File: src/iovf_pkg.sv
// package: constants, types and behaviour list for the input overvoltage fault response
// Behaviour
// - response 00 ignores the fault and keeps regulating.
// - response 01 keeps running for the delay, then follows the retry field if fault persists.
// - response 10 disables output at once, then follows the retry field.
// - response 11 latches off until status clear, clear-all, off-on, or reset.
// - retry field 111 retries forever until off command, reset, or other fault.
// - delay field n gives two to the n delay units, 1 up to 128.
// - the delay sets operate time under 01 and restart spacing under retries.
// - the length of one delay unit comes from the separate unit register.
// - limit word at command 0x55, 16-bit, read and write with word transfers.
// - response byte at command 0x56, read and write with byte transfers.
// - retry 000 means no restart; 001 to 110 allow that many restarts.
package iovf_pkg;
  localparam logic [7:0]  CMD_LIMIT       = 8'h55;
  localparam logic [7:0]  CMD_RESPONSE    = 8'h56;
  localparam logic [15:0] LIMIT_RESET     = 16'hFFFF;
  localparam logic [7:0]  RESPONSE_RESET  = 8'hC0;
  localparam int          RESP_HI         = 7;
  localparam int          RESP_LO         = 6;
  localparam int          RETRY_HI        = 5;
  localparam int          RETRY_LO        = 3;
  localparam int          DELAY_HI        = 2;
  localparam int          DELAY_LO        = 0;
  localparam logic [1:0]  RESP_IGNORE     = 2'h0;
  localparam logic [1:0]  RESP_OPERATE    = 2'h1;
  localparam logic [1:0]  RESP_DISABLE    = 2'h2;
  localparam logic [1:0]  RESP_LATCH      = 2'h3;
  localparam logic [2:0]  RETRY_NONE      = 3'h0;
  localparam logic [2:0]  RETRY_FOREVER   = 3'h7;

  typedef struct packed {
    logic        valid;
    logic        write;
    logic [7:0]  code;
    logic [15:0] wdata;
  } iovf_cmd_t;

  typedef enum logic [2:0] {
    ST_OFF, ST_RUN, ST_OPERATE_DELAY, ST_SPACING, ST_LATCHED
  } iovf_state_t;
endpackage : iovf_pkg
File: src/iovf_fault_response.sv
// module: input overvoltage fault detection, response sequencing and its two command registers
`timescale 1ns/1ps
`default_nettype none
module iovf_fault_response #(
  parameter int UNIT_W = 24
) (
  input  wire logic               clk_sys,
  input  wire logic               rst_n,
  input  wire logic               ce,
  input  wire iovf_pkg::iovf_cmd_t cmd,
  input  wire logic [15:0]        vin_meas,
  input  wire logic [UNIT_W-1:0]  unit_cycles,
  input  wire logic               ctrl_pin,
  input  wire logic               operation_on,
  input  wire logic               status_clear,
  input  wire logic               clear_faults,
  input  wire logic               other_fault,
  output logic                    out_enable,
  output logic                    fault_status,
  output logic                    latched_off,
  output logic [15:0]             rd_data,
  output logic                    rd_valid,
  output logic                    cmd_nack
);
  import iovf_pkg::*;

  logic [15:0]       limit_reg;
  logic [7:0]        response_reg;
  iovf_state_t       state_reg, state_next;
  logic [2:0]        ctrl_sync_reg;
  logic              ctrl_reg;
  logic [2:0]        tries_reg, tries_next;
  logic [UNIT_W-1:0] cyc_reg;
  logic [7:0]        units_reg;
  logic              fault_status_reg;

  // pin goes through three flops; a change counts once the last two agree
  always_ff @(posedge clk_sys or negedge rst_n) begin
    if (!rst_n) begin
      ctrl_sync_reg <= 3'h0;
      ctrl_reg      <= 1'b0;
    end else if (ce) begin
      ctrl_sync_reg <= {ctrl_sync_reg[1:0], ctrl_pin};
      if (ctrl_sync_reg[1] == ctrl_sync_reg[2]) begin
        ctrl_reg <= ctrl_sync_reg[2];
      end
    end
  end

  wire       run_cmd    = ctrl_reg & operation_on;
  wire       fault      = vin_meas > limit_reg;
  wire [1:0] resp       = response_reg[RESP_HI:RESP_LO];
  wire [2:0] retry      = response_reg[RETRY_HI:RETRY_LO];
  wire [2:0] dly        = response_reg[DELAY_HI:DELAY_LO];
  wire [7:0] units_goal = 8'h01 << dly;
  wire       unit_end   = (cyc_reg + 1'b1 >= unit_cycles);
  wire       delay_done = unit_end && (units_reg + 8'h01 >= units_goal);
  wire       timing     = (state_reg == ST_OPERATE_DELAY) || (state_reg == ST_SPACING);
  wire       clear_req  = status_clear | clear_faults;
  wire       may_retry  = (retry == RETRY_FOREVER) || (tries_reg < retry);

  // write decode: limit takes a word, response takes the low byte
  wire wr_limit = cmd.valid && cmd.write && (cmd.code == CMD_LIMIT);
  wire wr_resp  = cmd.valid && cmd.write && (cmd.code == CMD_RESPONSE);
  wire rd_limit = cmd.valid && !cmd.write && (cmd.code == CMD_LIMIT);
  wire rd_resp  = cmd.valid && !cmd.write && (cmd.code == CMD_RESPONSE);
  wire bad_code = cmd.valid && (cmd.code != CMD_LIMIT) && (cmd.code != CMD_RESPONSE);
  wire [15:0] rd_mux = rd_limit ? limit_reg : {8'h00, response_reg};

  // choose where a fault with retries leads: spacing before a restart, or latch
  iovf_state_t retry_target;
  assign retry_target = may_retry ? ST_SPACING : ST_LATCHED;

  always_comb begin
    state_next = state_reg;
    tries_next = tries_reg;
    unique case (state_reg)
      ST_OFF: begin
        tries_next = 3'h0;
        if (run_cmd) begin
          state_next = ST_RUN;
        end
      end
      ST_RUN: begin
        if (fault) begin
          unique case (resp)
            RESP_IGNORE:  state_next = ST_RUN;
            RESP_OPERATE: state_next = ST_OPERATE_DELAY;
            RESP_DISABLE: state_next = retry_target;
            RESP_LATCH:   state_next = ST_LATCHED;
          endcase
        end
      end
      ST_OPERATE_DELAY: begin
        // output stays on while the delay runs
        if (delay_done) begin
          state_next = fault ? retry_target : ST_RUN;
        end
      end
      ST_SPACING: begin
        if (delay_done) begin
          state_next = ST_RUN;
          if (retry != RETRY_FOREVER) begin
            tries_next = tries_reg + 3'h1;
          end
        end
      end
      ST_LATCHED: begin
        if (clear_req) begin
          state_next = ST_RUN;
          tries_next = 3'h0;
        end
      end
      default: state_next = ST_OFF;
    endcase
    // an off command ends every sequence; the later on is the off-then-on clear
    if (!run_cmd) begin
      state_next = ST_OFF;
    end else if (other_fault && state_reg != ST_OFF) begin
      state_next = ST_LATCHED;
    end
  end

  always_ff @(posedge clk_sys or negedge rst_n) begin
    if (!rst_n) begin
      state_reg <= ST_OFF;
      tries_reg <= 3'h0;
      cyc_reg   <= '0;
      units_reg <= 8'h00;
    end else if (ce) begin
      state_reg <= state_next;
      tries_reg <= tries_next;
      // counters restart on every state change so each delay is whole
      if (!timing || state_next != state_reg) begin
        cyc_reg   <= '0;
        units_reg <= 8'h00;
      end else if (unit_end) begin
        cyc_reg   <= '0;
        units_reg <= units_reg + 8'h01;
      end else begin
        cyc_reg   <= cyc_reg + 1'b1;
      end
    end
  end

  // sticky status: a new fault in the clearing cycle wins
  always_ff @(posedge clk_sys or negedge rst_n) begin
    if (!rst_n) begin
      fault_status_reg <= 1'b0;
    end else if (ce) begin
      if (fault && resp != RESP_IGNORE) begin
        fault_status_reg <= 1'b1;
      end else if (clear_req) begin
        fault_status_reg <= 1'b0;
      end
    end
  end

  always_ff @(posedge clk_sys or negedge rst_n) begin
    if (!rst_n) begin
      limit_reg    <= LIMIT_RESET;
      response_reg <= RESPONSE_RESET;
      rd_data      <= 16'h0000;
      rd_valid     <= 1'b0;
      cmd_nack     <= 1'b0;
    end else if (ce) begin
      if (wr_limit) begin
        limit_reg <= cmd.wdata;
      end
      if (wr_resp) begin
        response_reg <= cmd.wdata[7:0];
      end
      rd_valid <= rd_limit | rd_resp;
      if (rd_limit | rd_resp) begin
        rd_data <= rd_mux;
      end
      cmd_nack <= bad_code;
    end
  end

  // out_enable and latched_off follow the next state so they line up with it; fault_status repeats fault_status_reg one cycle later
  always_ff @(posedge clk_sys or negedge rst_n) begin
    if (!rst_n) begin
      out_enable   <= 1'b0;
      latched_off  <= 1'b0;
      fault_status <= 1'b0;
    end else if (ce) begin
      out_enable   <= (state_next == ST_RUN) || (state_next == ST_OPERATE_DELAY);
      latched_off  <= state_next == ST_LATCHED;
      fault_status <= fault_status_reg;
    end
  end
endmodule : iovf_fault_response
`default_nettype wire

File: config.mk
export PLATFORM = sky130hd
export DESIGN_NAME = iovf_fault_response
export DESIGN_NICKNAME = d
export VERILOG_FILES = /design/src/iovf_pkg.sv /design/src/iovf_fault_response.sv
export SDC_FILE = /design/constraint.sdc
export NUM_CORES = 1
export LEC_CHECK = 0
export BUFFER_PORTS_ARGS = -buffer_cell sky130_fd_sc_hd__buf_2
export CAP_MARGIN = 20
export CORE_UTILIZATION = 50
export DETAILED_ROUTE_END_ITERATION = 8
export PLACE_DENSITY = 0.81
export SKIP_CTS_REPAIR_TIMING = 1
export SLEW_MARGIN = 20
export SYNTH_ARGS = -nofsm -noshare
export SYNTH_HDL_FRONTEND = slang
export SYNTH_SLANG_ARGS = --single-unit
File: constraint.sdc
create_clock -name clk_sys -period 6.8 [get_ports clk_sys]
set_clock_uncertainty 0.05 [all_clocks]
set_input_delay 0.34 -clock clk_sys [delete_from_list [all_inputs] [get_ports clk_sys]]
set_output_delay 0.34 -clock clk_sys [all_outputs]
set_load 0.01 [all_outputs]
# After elaboration in Yosys (flattened, before gate mapping)
# Cells that the tools add are included.
[word_totals]
ff_bits = 88
output_inout_bits = 21
[op_classes]
n_addsub = 3
magnitude_cmp = 4
n_eq_ne = 21
shifts = 1
mux = 21
n_bitwise = 3
n_reduce_logical = 31
[ops]
columns = ["op", "count"]
rows = [
  ["2-to-1 mux 24 bit", 2],
  ["2-to-1 mux 3 bit", 11],
  ["adder 24 x 1 -> 24 bit (second input constant)", 1],
  [">= comparator 24 bit", 1],
  ["== test 8 x 7 -> 1 bit (second input constant)", 2],
  ["> comparator 16 bit", 1],
  ["2-to-1 mux 16 bit", 1],
  ["2-to-1 mux 8 bit", 2],
  ["inequality test 8 x 7 -> 1 bit (second input constant)", 2],
  ["case mux 3 bit (5 select lines)", 1],
  ["case mux 3 bit (4 select lines)", 1],
  ["AND reduction 2 bit", 6],
  ["logical AND 1 bit", 11],
  ["== test 3 x 2 -> 1 bit (second input constant)", 3],
  ["== test 3 bit (second input constant)", 3],
  ["case mux 3 bit (3 select lines)", 1],
  ["adder 8 x 1 -> 8 bit (second input constant)", 1],
  [">= comparator 8 bit", 1],
  ["<< shifter 1 x 3 -> 8 bit (first input constant)", 1],
  ["== test 3 x 1 -> 1 bit (second input constant)", 2],
  ["nonzero test 2 bit", 3],
  ["nonzero test 3 bit", 2],
  ["AND reduction 5 bit", 1],
  ["== test 2 bit (second input constant)", 2],
  ["other kinds (15)", 22],
]

# Longest topological paths before layout
# Gate-level depths: netlist of run 1.
[depth]
word_depth = 12
mapped_depth = 17

# Worst setup path before layout of run 1
# No wires, ideal clock.
[synth_timing]
kind = "register -> register"
from = "reg cyc_reg[2]"
to = "reg tries_reg[0]"
setup_time_ps = 125
arrival_time_ps = 3447
t_required_ps = 6625
slack_ps = 3178
stages_incl_launch_ff = 15
path_buffers = 0
cell_sequence = "dfrtp_1 and4_4 nand4_1 or2_2 nor2_1 and4_1 xor2_1 ha_1 nand4_1 nor4_1 nand2_1 o21ai_1 o21ai_0 a31oi_1 mux2_2"
[synth_between]
elab_chain_cells = 5
[synth_rtl]
columns = ["element", "line_no", "source"]
rows = [
  ["start, declared", "iovf_fault_response.sv:33", "logic [UNIT_W-1:0] cyc_reg;"],
  ["start signal, assigned", "iovf_fault_response.sv:141", "cyc_reg <= cyc_reg + 1'b1;"],
  ["adder 24 x 1 -> 24 bit", "iovf_fault_response.sv:56", "wire unit_end = (cyc_reg + 1'b1 >= unit_cycles);"],
  [">= comparator 24 bit", "iovf_fault_response.sv:56", ""],
  ["logical AND 1 bit", "iovf_fault_response.sv:57", "wire delay_done = unit_end && (units_reg + 8'h01 >= units_goal);"],
  ["inequality test 2 bit (no source line)", "n/a", ""],
  ["AND reduction 5 bit (no source line)", "n/a", ""],
  ["end signal, assigned", "iovf_fault_response.sv:132", "tries_reg <= tries_next;"],
  ["end, declared", "iovf_fault_response.sv:32", "logic [2:0] tries_reg, tries_next;"],
]
# No other way between the ends.
# A chain may end at the register's enable or synchronous reset.

# Final worst setup path of run 1
[layout_timing]
from = "reg cyc_reg[2]"
to = "reg units_reg[3]"
[layout_between]
elab_chain_cells = 11
word_cells_on_any_way = 13
classes_between = "1 x add/sub; 1 x order compare; 1 x eq/ne; 6 x mux; 4 x reduce/logical"
[layout_rtl]
columns = ["element", "line_no", "source"]
rows = [
  ["adder 24 x 1 -> 24 bit (*)", "iovf_fault_response.sv:56", ""],
  [">= comparator 24 bit (*)", "iovf_fault_response.sv:56", ""],
  ["logical AND 1 bit", "iovf_fault_response.sv:57", ""],
  ["2-to-1 mux 3 bit (on tied branches)", "iovf_fault_response.sv:101, iovf_fault_response.sv:96", ""],
  ["case mux 3 bit (5 select lines)", "iovf_fault_response.sv:77", "unique case (state_reg)"],
  ["2-to-1 mux 3 bit", "iovf_fault_response.sv:119", "end else if (other_fault && state_reg != ST_OFF) begin"],
  ["2-to-1 mux 3 bit", "iovf_fault_response.sv:117", "if (!run_cmd) begin"],
  ["inequality test 3 bit", "iovf_fault_response.sv:134", "if (!timing || state_next != state_reg) begin"],
  ["logical OR 1 bit", "iovf_fault_response.sv:134", ""],
  ["nonzero test 2 bit (no source line)", "n/a", ""],
  ["AND reduction 2 bit (no source line)", "n/a", ""],
  ["end signal, assigned", "iovf_fault_response.sv:139", "units_reg <= units_reg + 8'h01;"],
  ["end, declared", "iovf_fault_response.sv:34", "logic [7:0] units_reg;"],
]
# Every way passes the cells marked *; elsewhere a longest branch is shown, timed or not.

==> results.yml, run 1 <==
run_status:
  status: "finished with violations"
  violations: "hold timing"
power:
  clkPwrFrac_pct: 45.6
  switching_share_pct: 25.03
  p_leak_uw: 0.003229
  p_int_uw: 913.0
  max-vdd-ir-drop_v: 0.0001007
  pwr-share-seq_pct: 45.2
  combPwrFrac_pct: 9.3
  power.total_uw: 1218
  p_sw_uw: 304.9
  power.density_nw_per_um2: 185.2
sta:
  worst_pin_slew_ps: 918.1
  finalSetupTns_ps: 0
  rsz0062_at_grt: "no"
  setup-violations-final: 0
  fin_crit_sh_pct: 65.59
  fmax_mhz: 224.2
  drv_slew: 0
  hold_slack_ps: -1.001
  period_minus_slack_ps: 4460
  slew_headroom_pct: 38.27
  final-hold-violation-count: 1
placed_design:
  gp_congestion: 0.9118
  place_inst: 856
  portBuffers: 94
  detailed_place_hpwl_um: 10070
logic_synthesis:
  synth_top_area_share_pct: 30.94
  synth_top_cell_by_area: "dfrtp_1"
  synth.distinct_cells: 63
  synthArstFlopShare_pct: 100.0
  yosys_warnings: 0
  netlist_top_cells_area: "dfrtp_1, ha_1, dfstp_2"
  synth_nets: 769
  syn_area_sq_um: 5662
  syn_inst: 642
  ys_seq_elements: 88
  yosys.cell_count.top_type: "nand2_1"
  avgSynthCellArea_sq_um: 8.819
  synth_ff_type: "dfrtp_1"
  ys_seq_area_share_pct: 39.29
  yosys-top-cells-count: "nand2_1, o21ai_0, dfrtp_1, inv_1, ha_1"
  synth_edf_count: 0
final_layout:
  num_antenna_cells: 0
  largest_reg_flops: 24
  drive_gt1_share_pct: 21.58
  layout.cells.non_filler: 872
  final_net_count: 854
  n_fill_cell: 945
  area_growth_syn_to_layout_pct: 16.13
die:
  start_util_pct: 51.77
  die_w_um: 108.4
  core_sq_um: 10940
  die_y_um: 108.4
  dieArea_sq_um: 11750
  num_rows: 38
  num_io_pins: 95
route:
  drc_errors: 0
  met2RoutedLength_um: 6368
  met3_length_um: 905
  viasPerCell: 5.725
  drtIter0Drc: 308
  first_pass_iters: 5
  ant_nets: 0
  highest_layer: "met4"
  wl_um: 13540
  wirelength_met1_um: 5936
  vias: 4992
  wl_per_cell_um: 15.53
worst_setup_path:
  cp_data_arrival_time_ps: 4640
  crit_path_end_kind: "register"
  worstSetupPathType: "reg2reg"
  critPathMaxFanout: 19
  rrSetupSlack_ps: 2340
  worstPathRequired_ps: 6980
  start_kind: "register"
clock_network:
  numCtsBuffers: 9
  cts_buffer_depth: 2
  clkSlewWorstSetupHoldPaths_ps: 70
  clock-root-buffer: "clkbuf_16"
  cts_tree: "done"
  clk_latency_ps: 350
  clock-sinks: 88
  htreeDepth: 3
global_routing:
  grt_use_total_pct: 24.53
  antenna_found_initial: 0
  grt_max_degree: 89
  grt_pass1_wl_um: 22580
  grt_pass1_vias: 4936
  overflow: 0
job:
  cap_viol_max_count: 0
worst_hold_path:
  worstHoldPathType: "in2async"
-- cells by family (layout without fill, tap and decap cells) --
kind of cell / Yosys count / in the layout / synth area share, %
AO/OA/AOI/OAI: 165 / 165 / 17.81
adder cells (fa/ha/maj): 54 / 54 / 11.89
AND/OR/NAND/NOR: 207 / 207 / 17.48
XOR/XNOR: 27 / 27 / 4.177
multiplexers: 20 / 20 / 3.779
buffers and inverters: 81 / 171 / 5.569
flip-flops: 88 / 88 / 39.29
-- final cells by class --
class	count	area (sq um)	area share, %
inverters	58	217.7	3.311
flip-flops and latches	88	2225	33.83
clock buffers	9	225.2	3.425
repair buffers	97	499.2	7.593
multi-input cells	473	3122	47.48
clock inverters	7	111.4	1.694
well taps	140	175.2	2.664
-- critical path, cell delays in order, from the launching register on --
cell and delay [ps]:
dfrtp_1 460, and4_4 270, nand4_1 220, or2_2 390
nor2_1 200, and4_1 280, xor2_1 90, ha_1 280
nand4_1 160, nor4_1 400, nand2_1 140, o21a_1 250
nand3_1 550, nand2_1 310, a32o_1 310
-- final timing paths --
kind	from	end	cells after the start
setup reg to reg	cyc_reg[2]$_DFFE_PN0P_	units_reg[3]$_DFFE_PN0P_	14
max in group asynchronous	rst_n	tries_reg[2]$_DFFE_PN0P_	1
setup / recovery	cyc_reg[2]$_DFFE_PN0P_	units_reg[3]$_DFFE_PN0P_	14
hold reg to reg	rd_data[14]$_DFFE_PN0P_	rd_data[14]$_DFFE_PN0P_	2
hold / removal	rst_n	cyc_reg[11]$_DFFE_PN0P_	1
min in group clk_sys	cmd[13]	limit_reg[13]$_DFFE_PN1P_	3
-- per-stage QoR --
stage	utilization [%]	setup WS, ps	hold WS, ps	area [sq um]
after floorplan	-	3178	-5.591	5662
after global placement	57.01	2607	407.5	6235
after detailed placement	57.01	2430	418.9	6235
after CTS	60.09	2400	141.0	6571
after global routing	60.13	1973	57.41	6575
final	60.13	2340	-1.001	6575
-- power groups by stage --
stage | logic (uW) | clock network (uW) | registers, uW
after detailed placement | 112 | 0 | 559
after global placement | 106 | 0 | 558
after floorplan | 62.2 | 0 | 554
after global routing | 128 | 588 | 552
after CTS | 113 | 562 | 550
final | 113 | 555 | 550
-- layer usage --
metal  track usage, %  vias up
li1                 -     2435
met1            30.77     2343
met2            41.59      184
met3            5.003       30
met4            9.073        0
met5                0        -
-- layout by cell type (no fill, tap or decap), types with 10 or more instances in the layout --
cell type	synthesis	routed
nand2_1	106	106
nand4_1	14	14
ha_1	53	53
dfrtp_1	70	70
mux2_2	11	11
nand3_1	19	19
nor2_1	22	22
a21oi_1	31	31
xnor2_1	17	17
dfstp_2	18	18
o21ai_0	78	78
buf_2	3	93
xor2_1	10	10
inv_1	57	57
Power figures use the tool's default switching activity.
==> run 2: changes to the inputs <==
==> constraint.sdc (replaced) <==
create_clock -name clk_sys -period 4.3 [get_ports clk_sys]
set_clock_uncertainty 0.05 [all_clocks]
set_input_delay 0.215 -clock clk_sys [delete_from_list [all_inputs] [get_ports clk_sys]]
set_output_delay 0.215 -clock clk_sys [all_outputs]
set_load 0.01 [all_outputs]
==> results.yml, run 2 (synthesized netlist as in run 1, its figures left out) <==
route:
  drtIter0Drc: 299
  drc_errors: 0
  ant_nets: 0
  viasPerCell: 5.679
  vias: 4986
  wl_per_cell_um: 15.09
  first_pass_iters: 5
  wl_um: 13250
clock_network:
  htreeDepth: 3
  clkSlewWorstSetupHoldPaths_ps: 60
  numCtsBuffers: 9
  cts_buffer_depth: 2
  clock-sinks: 88
  cts_tree: "done"
  clock-root-buffer: "clkbuf_16"
  clk_latency_ps: 330
final_layout:
  final_net_count: 860
  largest_reg_flops: 24
  layout_commonest_cell: "nand2_1"
  num_antenna_cells: 0
  drive_gt1_share_pct: 22.76
  final_cell_mix: "nand2_1, buf_2, o21ai_0"
  area_growth_syn_to_layout_pct: 16.75
  final_util_pct: 60.45
worst_setup_path:
  cpPeakStageDelay_ps: 550
  worstPathRequired_ps: 4470
  start_kind: "register"
  regToRegStartpoint: "cyc_reg[2]$_DFFE_PN0P_"
  cp_data_arrival_time_ps: 4290
  crit_start: "cyc_reg[2]$_DFFE_PN0P_"
  crit_chain: "and4_4, and2_4, nand3_2, or3_1, or3_4, nand2_1, ha_1, nand4_1, nor4_2, nand2_1, o21ai_1, o21ai_0, a31oi_1, mux2_2"
  crit_path_end_kind: "register"
  crit_top_cell: "nand2_1"
  slowest_stage: "or3_1"
  critPathMaxFanout: 10
  worstSetupPathType: "reg2reg"
worst_hold_path:
  hp-start: "cmd[13]"
  worstHoldPathType: "in2reg"
die:
  num_rows: 38
  dieArea_sq_um: 11750
  core_sq_um: 10940
  die_y_um: 108.4
  start_util_pct: 51.77
  num_io_pins: 95
  die_w_um: 108.4
sta:
  worst_pin_slew_ps: 936.5
  hold_slack_ps: 43.79
  timing.final.ws_setup_ps: 171.3
  drv_slew: 0
  fin_crit_sh_pct: 96.02
  period_minus_slack_ps: 4129
  fmax_mhz: 242.2
  setup-violations-final: 0
  slew_headroom_pct: 37.57
  final-hold-violation-count: 0
job:
  cap_viol_max_count: 0
global_routing:
  grt_max_degree: 52
  grt_use_total_pct: 23.78
  grt_pass1_vias: 4875
  antenna_found_initial: 0
  overflow: 0
  grt_pass1_wl_um: 22160
power:
  switching_share_pct: 24.83
  p_sw_uw: 453.9
  combPwrFrac_pct: 9.9
  pwr-share-seq_pct: 47.5
  p_int_uw: 1374
  max-vdd-ir-drop_v: 0.0002630
  clkPwrFrac_pct: 42.6
  p_leak_uw: 0.003243
  power.density_nw_per_um2: 276.6
placed_design:
  portBuffers: 94
  detailed_place_hpwl_um: 10030
  gp_congestion: 0.8918
  pre_cts_ws_ps: 154.6
run_status:
  status: "completed"
==> run 2: power by group through the flow <==
stage	Combinational (uW)	Clock [uW]	Sequential (uW)
after floorplan	98.3	0	876
after global placement	171	0	882
after detailed placement	179	0	883
after CTS	180	796	868
after global routing	205	829	871
final	180	779	868
==> run 2: per-stage QoR <==
stage | instances | setup TNS, ps | power [uW] | area, sq um
2_1_floorplan | 642 | 0 | 974.6 | 5662
3_3_place_gp | 861 | 0 | 1054 | 6272
3_5_place_dp | 861 | 0 | 1062 | 6272
4_1_cts | 877 | 0 | 1844 | 6580
5_1_grt | 878 | -128.2 | 1906 | 6610
6_report | 878 | 0 | 1828 | 6610
==> run 2: final cells by class <==
class,count,area [sq um]
Sequential cell,88,2225
Multi-Input combinational cell,473,3142
Tap cell,140,175.2
Fill cell,932,4325
Clock inverter,5,43.79
Inverter,58,217.7
Timing Repair Buffer,103,543.0
Clock buffer,11,264.0
==> run 2: routing by layer <==
metal / part of all wire [%] / GRT usage, % / vias to the layer above
met5: 0 / 0 / -
met4: 1.1 / 5.019 / 0
met3: 7.2 / 5.847 / 19
met2: 48 / 41.23 / 184
met1: 44 / 29.91 / 2332
li1: - / - / 2451
==> run 2: worst paths after layout <==
check / to / slack [ps] / cells past startpoint
max: tries_reg[0]$_DFFE_PN0P_ / 170 / 14
min: limit_reg[13]$_DFFE_PN1P_ / 40 / 3
max reg2reg: tries_reg[0]$_DFFE_PN0P_ / 170 / 14
min reg2reg: rd_data[14]$_DFFE_PN0P_ / 430 / 2
max in group asynchronous: rd_data[1]$_DFFE_PN0P_ / 2860 / 3
min in group asynchronous: cyc_reg[9]$_DFFE_PN0P_ / 350 / 2
==> run 2: worst max-delay path: cells and delay by family (launching register included) <==
family,cells,cell delay (ps)
mux,1,370
fa+ha+maj,1,160
flops,1,460
compound gates,3,720
simple gates,9,2270
